**src/hw/rail_fault_cfg.svh**
```systemverilog
// Contract
// - Ten channels: five dedicated, five dual-function.
// - Dual channel is analog or logic, never both.
// - Per channel under, over or window fault.
// - Limits are 8-bit codes, span over 255.
// - Four ranges with fixed bottom and span.
// - Range choice restricted per channel kind.
// - Both comparisons run every cycle always.
// - Under fault clears above limit plus hysteresis.
// - Over fault clears below limit minus hysteresis.
// - Hysteresis is 5-bit code, max 31.
// - Glitch filter is last stage per channel.
// - Filter timeout programmable zero to 100 us.
// - Pulses shorter than timeout never appear.
// - Longer pulses pass, delayed by timeout.
`ifndef RAIL_FAULT_CFG_SVH
`define RAIL_FAULT_CFG_SVH
// ----------------------------------------
// Register offsets (byte addresses)
// ----------------------------------------
`define RF_CH_STRIDE 12'h040
`define RF_OFS_LIMITS 12'h000
`define RF_OFS_CTRL 12'h004
`define RF_OFS_GLITCH 12'h008
`define RF_OFS_STATUS 12'h00C
`define RF_OFS_MEAS 12'h010
`define RF_OFS_SUMMARY 12'h280
// ----------------------------------------
// Field positions and reset values
// ----------------------------------------
`define RF_CTRL_MODE_LSB 0
`define RF_CTRL_RANGE_LSB 2
`define RF_CTRL_DIGITAL_BIT 4
`define RF_CTRL_HYST_LSB 8
`define RF_LIMITS_RST 32'h0000_FF00
`define RF_CTRL_RST 32'h0000_0000
// ----------------------------------------
// Timing
// ----------------------------------------
`define RF_CLK_MHZ 100
`define RF_GLITCH_MAX_US 100
`define RF_GLITCH_MAX_CYC (`RF_GLITCH_MAX_US * `RF_CLK_MHZ)
`endif

```
**src/hw/rail_fault_pkg.sv**
```systemverilog
`default_nettype none
package rail_fault_pkg;
  // Fault type selection per channel
  typedef enum logic [1:0] {
    mode_under,
    mode_over,
    mode_window,
    mode_off
  } fault_mode_t;
  // Range selection, lowest to highest
  typedef enum logic [1:0] {
    range_0v573,
    range_1v25,
    range_2v5,
    range_6v0
  } range_sel_t;
  // Per-channel result bundle
  typedef struct packed {
    logic under_limit_fault;
    logic over_limit_fault;
    logic raw_fault;
    logic filtered_fault;
  } chan_status_t;
  // Glitch filter state
  typedef enum logic [1:0] {
    gf_idle,
    gf_rise,
    gf_high,
    gf_fall
  } gf_state_t;
endpackage : rail_fault_pkg
`default_nettype wire

```
**src/hw/rail_fault_detector.sv**
```systemverilog
// The placing of the registers and the APB interface to the registers were decided locally.
`include "rail_fault_cfg.svh"
`default_nettype none
module rail_fault_detector
  import rail_fault_pkg::*;
#(
  parameter int NUM_CH = 10,
  parameter int GLITCH_MAX_CYC = `RF_GLITCH_MAX_CYC
) (
  // Clock and reset
  input wire logic pclk,
  input wire logic presetn,
  // APB slave
  input wire logic psel,
  input wire logic penable,
  input wire logic pwrite,
  input wire logic [11:0] paddr,
  input wire logic [31:0] pwdata,
  output logic [31:0] prdata,
  output logic pready,
  output logic pslverr,
  // Analog front end: measured codes, one byte per channel
  input wire logic [NUM_CH*8-1:0] meas_code,
  // Dual-function logic inputs (pins, asynchronous)
  input wire logic [4:0] dual_pin,
  // Towards sequencing engine
  output logic [NUM_CH-1:0] rail_fault,
  output logic [4:0] dual_logic_level
);

  // ----------------------------------------
  // Configuration storage
  // ----------------------------------------
  // Channel 0 high voltage, 1..4 positive, 5..9 dual-function
  logic [7:0] under_lim_q [NUM_CH];
  logic [7:0] over_lim_q [NUM_CH];
  fault_mode_t mode_q [NUM_CH];
  range_sel_t range_q [NUM_CH];
  logic digital_q [NUM_CH];
  logic [4:0] hyst_q [NUM_CH];
  logic [13:0] glitch_q [NUM_CH];
  chan_status_t stat [NUM_CH];
  logic [7:0] meas_q [NUM_CH];

  // APB address decode
  logic [3:0] ch_idx;
  logic [5:0] ch_ofs;
  logic ch_hit;
  logic sum_hit;
  logic wr_en;
  assign ch_idx = paddr[9:6];
  assign ch_ofs = paddr[5:0];
  assign ch_hit = (paddr[11:10] == 2'b00) && (ch_idx < 4'(NUM_CH));
  assign sum_hit = (paddr == `RF_OFS_SUMMARY);
  assign wr_en = psel && penable && pwrite;
  // Single-cycle access phase keeps the master timing simple
  assign pready = 1'b1;
  assign pslverr = psel && penable && !ch_hit && !sum_hit;

  // Range legality: clamp an illegal request to the nearest allowed range
  function automatic range_sel_t legal_range(input int ch, input logic [1:0] req);
    range_sel_t r;
    r = range_sel_t'(req);
    if (ch == 0) begin
      if (req < 2'd2) begin
        r = range_2v5;
      end
    end else if (ch < 5) begin
      if (req == 2'd3) begin
        r = range_2v5;
      end
    end else begin
      r = range_0v573;
    end
    return r;
  endfunction : legal_range

  // ----------------------------------------
  // Register writes
  // ----------------------------------------
  // Configuration per channel, written on the APB access edge
  always_ff @(posedge pclk or negedge presetn) begin
    if (!presetn) begin
      for (int i = 0; i < NUM_CH; i++) begin
        under_lim_q[i] <= 8'(`RF_LIMITS_RST);
        over_lim_q[i] <= 8'(`RF_LIMITS_RST >> 8);
        mode_q[i] <= mode_under;
        range_q[i] <= (i == 0) ? range_2v5 : ((i < 5) ? range_1v25 : range_0v573);
        digital_q[i] <= 1'b0;
        hyst_q[i] <= 5'h00;
      end
    end else if (wr_en && ch_hit) begin
      for (int i = 0; i < NUM_CH; i++) begin
        if (ch_idx == 4'(i)) begin
          case (ch_ofs)
            6'(`RF_OFS_LIMITS): begin
              under_lim_q[i] <= pwdata[7:0];
              over_lim_q[i] <= pwdata[15:8];
            end
            6'(`RF_OFS_CTRL): begin
              mode_q[i] <= fault_mode_t'(pwdata[`RF_CTRL_MODE_LSB +: 2]);
              range_q[i] <= legal_range(i, pwdata[`RF_CTRL_RANGE_LSB +: 2]);
              // Only dual-function channels can become logic inputs
              digital_q[i] <= (i >= 5) ? pwdata[`RF_CTRL_DIGITAL_BIT] : 1'b0;
              hyst_q[i] <= pwdata[`RF_CTRL_HYST_LSB +: 5];
            end
            default: begin
            end
          endcase
        end
      end
    end
  end

  // Glitch timeout per channel; longer requests saturate at the maximum
  always_ff @(posedge pclk or negedge presetn) begin
    if (!presetn) begin
      for (int i = 0; i < NUM_CH; i++) begin
        glitch_q[i] <= 14'h0000;
      end
    end else if (wr_en && ch_hit && (ch_ofs == 6'(`RF_OFS_GLITCH))) begin
      for (int i = 0; i < NUM_CH; i++) begin
        if (ch_idx == 4'(i)) begin
          if (pwdata[15:0] > 16'(GLITCH_MAX_CYC)) begin
            glitch_q[i] <= 14'(GLITCH_MAX_CYC);
          end else begin
            glitch_q[i] <= pwdata[13:0];
          end
        end
      end
    end
  end

  // ----------------------------------------
  // Read mux
  // ----------------------------------------
  // Decode of the read word; unmapped reads return zero
  logic [31:0] prdata_d;
  always_comb begin
    prdata_d = 32'h0000_0000;
    if (sum_hit) begin
      for (int i = 0; i < NUM_CH; i++) begin
        prdata_d[i] = stat[i].filtered_fault;
      end
    end else if (ch_hit) begin
      for (int i = 0; i < NUM_CH; i++) begin
        if (ch_idx == 4'(i)) begin
          case (ch_ofs)
            6'(`RF_OFS_LIMITS): prdata_d = {16'h0000, over_lim_q[i], under_lim_q[i]};
            6'(`RF_OFS_CTRL): prdata_d = {19'h0, hyst_q[i], 3'b000, digital_q[i],
                                          range_q[i], mode_q[i]};
            6'(`RF_OFS_GLITCH): prdata_d = {18'h0, glitch_q[i]};
            6'(`RF_OFS_STATUS): prdata_d = {28'h0, stat[i]};
            6'(`RF_OFS_MEAS): prdata_d = {24'h0, meas_q[i]};
            default: prdata_d = 32'h0000_0000;
          endcase
        end
      end
    end
  end

  // Latched in the setup phase, while the address is already stable, so the
  // access phase reads a flip-flop; status is then one cycle old
  always_ff @(posedge pclk or negedge presetn) begin
    if (!presetn) begin
      prdata <= 32'h0000_0000;
    end else if (psel && !penable) begin
      prdata <= prdata_d;
    end
  end

  // ----------------------------------------
  // Front-end sampling
  // ----------------------------------------
  // Measured codes come from the converter on this clock, so no synchroniser
  always_ff @(posedge pclk or negedge presetn) begin
    if (!presetn) begin
      for (int i = 0; i < NUM_CH; i++) begin
        meas_q[i] <= 8'h00;
      end
    end else begin
      for (int i = 0; i < NUM_CH; i++) begin
        meas_q[i] <= meas_code[i*8 +: 8];
      end
    end
  end

  // Dual-function pins are asynchronous: three stages, accept on agreement
  logic [4:0] pin_s1_q, pin_s2_q, pin_s3_q, pin_lvl_q;
  always_ff @(posedge pclk or negedge presetn) begin
    if (!presetn) begin
      pin_s1_q <= 5'h00;
      pin_s2_q <= 5'h00;
      pin_s3_q <= 5'h00;
      pin_lvl_q <= 5'h00;
    end else begin
      pin_s1_q <= dual_pin;
      pin_s2_q <= pin_s1_q;
      pin_s3_q <= pin_s2_q;
      for (int k = 0; k < 5; k++) begin
        if (pin_s2_q[k] == pin_s3_q[k]) begin
          pin_lvl_q[k] <= pin_s2_q[k];
        end
      end
    end
  end

  // Logic level reads zero while the channel supervises a rail
  always_ff @(posedge pclk or negedge presetn) begin
    if (!presetn) begin
      dual_logic_level <= 5'h00;
    end else begin
      for (int k = 0; k < 5; k++) begin
        dual_logic_level[k] <= digital_q[k+5] && pin_lvl_q[k];
      end
    end
  end

  // ----------------------------------------
  // Comparators with hysteresis
  // ----------------------------------------
  // Codes share one scale per range, so hysteresis adds directly in code units
  logic under_q [NUM_CH];
  logic over_q [NUM_CH];
  logic raw_fault [NUM_CH];
  // Under-limit side, tracked every cycle whatever the mode
  always_ff @(posedge pclk or negedge presetn) begin
    if (!presetn) begin
      for (int i = 0; i < NUM_CH; i++) begin
        under_q[i] <= 1'b0;
      end
    end else begin
      for (int i = 0; i < NUM_CH; i++) begin
        if (!under_q[i]) begin
          under_q[i] <= meas_q[i] < under_lim_q[i];
        end else begin
          // Held until the code rises strictly above limit plus hysteresis
          under_q[i] <= 9'(meas_q[i]) <= 9'(under_lim_q[i]) + 9'(hyst_q[i]);
        end
      end
    end
  end

  // Over-limit side, also tracked every cycle, so a mode change finds it current
  always_ff @(posedge pclk or negedge presetn) begin
    if (!presetn) begin
      for (int i = 0; i < NUM_CH; i++) begin
        over_q[i] <= 1'b0;
      end
    end else begin
      for (int i = 0; i < NUM_CH; i++) begin
        if (!over_q[i]) begin
          over_q[i] <= meas_q[i] > over_lim_q[i];
        end else begin
          // Signed compare so a limit below the hysteresis never wraps
          over_q[i] <= $signed({1'b0, meas_q[i]}) >=
                       $signed({1'b0, over_lim_q[i]}) - $signed({4'h0, hyst_q[i]});
        end
      end
    end
  end

  // Fault type selection ahead of the filter
  always_comb begin
    for (int i = 0; i < NUM_CH; i++) begin
      case (mode_q[i])
        mode_under: raw_fault[i] = under_q[i];
        mode_over: raw_fault[i] = over_q[i];
        mode_window: raw_fault[i] = under_q[i] || over_q[i];
        default: raw_fault[i] = 1'b0;
      endcase
      if (digital_q[i]) begin
        raw_fault[i] = 1'b0;
      end
    end
  end

  // ----------------------------------------
  // Glitch filters
  // ----------------------------------------
  // Each edge must persist for the timeout before the output follows it,
  // so short pulses vanish and long ones emerge delayed by that timeout
  gf_state_t gf_q [NUM_CH];
  logic [13:0] gf_cnt_q [NUM_CH];
  always_ff @(posedge pclk or negedge presetn) begin
    if (!presetn) begin
      for (int i = 0; i < NUM_CH; i++) begin
        gf_q[i] <= gf_idle;
        gf_cnt_q[i] <= 14'h0000;
        rail_fault[i] <= 1'b0;
      end
    end else begin
      for (int i = 0; i < NUM_CH; i++) begin
        case (gf_q[i])
          gf_idle: begin
            gf_cnt_q[i] <= 14'h0000;
            if (raw_fault[i]) begin
              if (glitch_q[i] == 14'h0000) begin
                gf_q[i] <= gf_high;
                rail_fault[i] <= 1'b1;
              end else begin
                gf_q[i] <= gf_rise;
                gf_cnt_q[i] <= 14'h0001;
              end
            end
          end
          gf_rise: begin
            if (!raw_fault[i]) begin
              gf_q[i] <= gf_idle;
            end else if (gf_cnt_q[i] >= glitch_q[i]) begin
              gf_q[i] <= gf_high;
              rail_fault[i] <= 1'b1;
            end else begin
              gf_cnt_q[i] <= gf_cnt_q[i] + 14'h0001;
            end
          end
          gf_high: begin
            gf_cnt_q[i] <= 14'h0000;
            if (!raw_fault[i]) begin
              if (glitch_q[i] == 14'h0000) begin
                gf_q[i] <= gf_idle;
                rail_fault[i] <= 1'b0;
              end else begin
                gf_q[i] <= gf_fall;
                gf_cnt_q[i] <= 14'h0001;
              end
            end
          end
          gf_fall: begin
            if (raw_fault[i]) begin
              gf_q[i] <= gf_high;
            end else if (gf_cnt_q[i] >= glitch_q[i]) begin
              gf_q[i] <= gf_idle;
              rail_fault[i] <= 1'b0;
            end else begin
              gf_cnt_q[i] <= gf_cnt_q[i] + 14'h0001;
            end
          end
          default: begin
            gf_q[i] <= gf_idle;
          end
        endcase
      end
    end
  end

  // Status bundle for readback
  always_comb begin
    for (int i = 0; i < NUM_CH; i++) begin
      stat[i] = '{under_limit_fault: under_q[i], over_limit_fault: over_q[i],
                  raw_fault: raw_fault[i], filtered_fault: rail_fault[i]};
    end
  end

endmodule : rail_fault_detector
`default_nettype wire

```
**config.mk**
```make
export PLATFORM = sky130hd
export DESIGN_NAME = rail_fault_detector
export DESIGN_NICKNAME = d
export VERILOG_FILES = /design/src/hw/rail_fault_pkg.sv /design/src/hw/rail_fault_detector.sv
export VERILOG_INCLUDE_DIRS = /design/src /design/src/hw
export SDC_FILE = /design/constraint.sdc
export NUM_CORES = 2
export LEC_CHECK = 0
export BUFFER_PORTS_ARGS = -buffer_cell sky130_fd_sc_hd__buf_4
export CAP_MARGIN = 20
export CORE_ASPECT_RATIO = 1.2
export CORE_UTILIZATION = 35
export DETAILED_ROUTE_END_ITERATION = 10
export SLEW_MARGIN = 20
export SYNTH_ARGS = -nofsm -noshare
export SYNTH_HDL_FRONTEND = slang
export SYNTH_SLANG_ARGS = --single-unit
```
**constraint.sdc**
```tcl
create_clock -name pclk -period 3.4 [get_ports pclk]
set_input_delay 0.68 -clock pclk [delete_from_list [all_inputs] [get_ports pclk]]
set_output_delay 0.68 -clock pclk [all_outputs]
set_load 0.01 [all_outputs]
```
==> impl_metrics.py <==
metrics = {
    "yosys": {
        "async_flop_share": 1.00,
        "synth_edf_count": 0,
        "synth_simple_gate_area_frac": 0.142,
        "synth_compound_area_frac": 0.185,
        "syn_area_per_cell_sq_um": 9.15,
        "ys_seq_area_frac": 0.376,
        "synth-adder-area-share": 0.160,
        "synth.ff_latch_count": 695,
        "synthCells": 5087,
        "yosysWarningCount": 0,
        "yosys.area_share.xor_xnor": 0.0397,
        "synthesis.area_sq_um": 46500,
        "muxShareOfSynthArea": 0.0358,
        "synth_top_family_by_area": "compound AO/OA/AOI/OAI gates",
        "synthDistinctLibCells": 93,
        "ys.flop_type": "dfrtp_1",
    },
    "grt": {
        "grt-ovfl-total": 0,
        "grt_util_all_layers": 0.253,
        "grt_pass1_vias": 39000,
        "grt_max_degree": 134,
        "antenna_found_initial": 5,
        "grt_pass1_wl_um": 254000,
    },
    "critical_path": {
        "r2r_cells": 13,
        "r2r_end": "over_q[3]",
        "crit_path_frequent_cell": "buf_4",
        "required_ps": 2720,
        "critPathCaptureType": "output port",
        "cp_max_fo": 11,
        "cp.arrival_ps": 2550,
        "critPathTopFamily": "simple AND/OR/NAND/NOR gates",
        "timing.rr.start": "over_lim_q[25]",
        "cp-start-kind": "primary input",
        "setup.worst_path.start": "paddr[1]",
        "r2r_slack_ps": 350,
        "crit_chain": "buf_4, or4_4, buf_4, nor4_2, nor3_1, buf_4, buf_4",
        "cp_slowest_stage_delay_ps": 690,
        "crit_path_top_delay_cell": "or4_4",
        "critPathBufInv": 4,
        "path_class": "in -> out",
    },
    "finish": {
        "n_fill_cell": 13100,
        "final_area_sq_um": 53500,
        "multiInputGateArea_sq_um": 26300,
        "final_common_cell": "dfrtp_1",
        "regArea_sq_um": 17500,
        "area_growth_pct": 15.0,
        "mostFrequentLayoutCells": "dfrtp_1, ha_1, nand2_1, inv_1, o21ai_0",
        "nets": 6038,
        "drive_gt1_frac": 0.127,
    },
    "sta": {
        "setup_ws_ps": 166,
        "skew_ps": 29.2,
        "fin_crit_ps": 3230,
        "tightest_slew_ps": 1090,
        "setup_viol": 0,
        "hold_viol_final": 0,
        "rsz0062_at_grt": "false",
        "setup_tns_ps": 0,
        "period_share": 0.951,
        "slew_viol_final": 0,
        "slew_headroom": 0.267,
        "clock.fmax_mhz": 309,
    },
    "drt": {
        "route.met2.wl_um": 76900,
        "top_layer_used": "met4",
        "viasPerCell": 5.58,
        "vias": 40000,
        "routed_wl_um": 171000,
        "drtIter0Drc": 3740,
        "dr.pass1.iters": 8,
        "wire_per_inst_um": 23.8,
        "drc_errors": 0,
        "drtAntennaViolNets": 0,
        "wl_met3_um": 12900,
        "wl_met1_um": 71000,
    },
    "die": {
        "die_h_um": 401,
        "core_area_sq_um": 132000,
        "pin_count": 183,
        "row_count": 146,
        "start_util": 0.353,
        "die_w_um": 335,
        "die-area_sq_um": 134000,
    },
    "cts": {
        "worstSkewPairLatency_ps": 700,
        "clk_path_buf_depth": 3,
        "path_clk_slew_ps": 60,
        "post_cts_resized": 0,
        "root_buffer": "clkbuf_16",
        "cts_buffers": 82,
        "htree_levels": 3,
        "cts_tree": "built",
        "cts_sinks": 695,
    },
    "place": {
        "post-place-ws_ps": 106,
        "place_hpwl_um": 130000,
        "place_area_sq_um": 50700,
        "gp_congestion": 1.02,
        "port_buffers": 149,
    },
    "power_and_ir_drop": {
        "leakage_uw": 0.0245,
        "power_density_nw_per_um2": 368,
        "ir_worst_vdd_v": 0.000340,
    },
    "outcome": {
        "status": "finished clean",
    },
    "min_path": {
        "hold_start": "meas_code[79]",
        "hold_depth": 1,
        "hold_path_class": "in -> reg",
        "min_to": "meas_q[7]",
    },
    "flow_run": {
        "drv_cap": 0,
    },
}
## where the power goes
group          switching (uW)  internal [uW]  total (uW)
Combinational            1030            582        1610
Clock                    3780           5590        9370
Sequential                295           8410        8700
## registers in the layout, indices dropped and copies added, names as in the netlist, 10 cells and up
register / flops
stat: 10
glitch_q: 140
meas_q: 80
rail_fault: 10
under_lim_q: 80
gf_q: 20
gf_cnt_q: 140
over_lim_q: 80
mode_q: 20
over_q: 10
hyst_q: 50
prdata: 16
## per-layer routing
| layer | GRT usage | vias to the layer above |
|---|---|---|
| li1 | - | 18600 |
| met1 | 0.328 | 19600 |
| met2 | 0.399 | 1523 |
| met3 | 0.0432 | 383 |
| met4 | 0.137 | 0 |
| met5 | 0 | - |
## cell usage after synthesis (14+ instances only)
| master | count | share of area |
|---|---|---|
| a211oi_1 | 33 | 0.0053 |
| a21o_1 | 153 | 0.025 |
| a21oi_1 | 305 | 0.033 |
| a221oi_1 | 22 | 0.0041 |
| a222oi_1 | 14 | 0.0030 |
| a22oi_1 | 88 | 0.014 |
| a31oi_1 | 22 | 0.0030 |
| and2_1 | 49 | 0.0066 |
| and3_1 | 35 | 0.0047 |
| buf_2 | 83 | 0.0089 |
| buf_4 | 35 | 0.0056 |
| clkbuf_1 | 88 | 0.0071 |
| dfrtp_1 | 611 | 0.33 |
| dfstp_2 | 84 | 0.047 |
| fa_1 | 20 | 0.0086 |
| ha_1 | 560 | 0.15 |
| inv_1 | 460 | 0.037 |
| mux2_2 | 65 | 0.016 |
| mux2i_1 | 91 | 0.020 |
| nand2_1 | 523 | 0.042 |
| nand2b_1 | 55 | 0.0074 |
| nand3_1 | 86 | 0.0092 |
| nand4_1 | 94 | 0.013 |
| nor2_1 | 250 | 0.020 |
| nor2b_1 | 62 | 0.0083 |
| nor3_1 | 65 | 0.0070 |
| nor4_1 | 60 | 0.0081 |
| o211ai_1 | 18 | 0.0029 |
| o21a_1 | 29 | 0.0047 |
| o21ai_0 | 424 | 0.046 |
| o21ai_1 | 64 | 0.0069 |
| o21bai_1 | 17 | 0.0027 |
| o22ai_1 | 36 | 0.0048 |
| o31ai_1 | 16 | 0.0026 |
| or3_1 | 40 | 0.0054 |
| or4_1 | 15 | 0.0024 |
| xnor2_1 | 151 | 0.028 |
| xor2_1 | 58 | 0.011 |
## metrics by stage
stage               std cells  hold slack [ps]   util  total power [uW]
floorplan                5102              331      -              9410
global placement         7014              335  0.384             10400
detailed placement       7014              335  0.384             10400
CTS                      7163             53.8  0.406             19900
global route             7165             81.8  0.406             20300
finish                   7171             89.5  0.406             19700
## repair_timing
action | 4_1_cts | 5_1_grt
hold endpoints to repair | 19 | 0
endpoints found under the setup margin | 0 | 0
buffers inserted | 0 | 0
hold buffers | 1 | 0
## area by class of cell
class / count / share of cell area
clock buffers: 126 / 0.0461
flip-flops and latches: 695 / 0.327
diodes: 7 / 0.000327
repair buffers: 355 / 0.0546
inverters: 462 / 0.0324
well taps: 1776 / 0.0415
clock inverters: 22 / 0.00615
multi-input cells: 3728 / 0.492
## worst max-delay path by stage
stage,end,slack [ps],cells after the start
finish,pslverr,170,7
floorplan,over_q[3],590,13
global route,over_q[3],100,14
global placement,prdata[7],160,10
detailed placement,prdata[7],110,10
CTS,pslverr,190,7
## kinds of logic (layout without fill, tap and decap cells)
| logic type | after synthesis | after routing |
|---|---|---|
| simple gates | 1376 | 1376 |
| xor+xnor | 210 | 210 |
| flops | 695 | 695 |
| fa+ha+maj | 585 | 585 |
| buf+inv | 679 | 965 |
| compound gates | 1383 | 1383 |
| mux | 157 | 157 |
| other cells | 2 | 24 |
(Power assumes the default switching activity.)
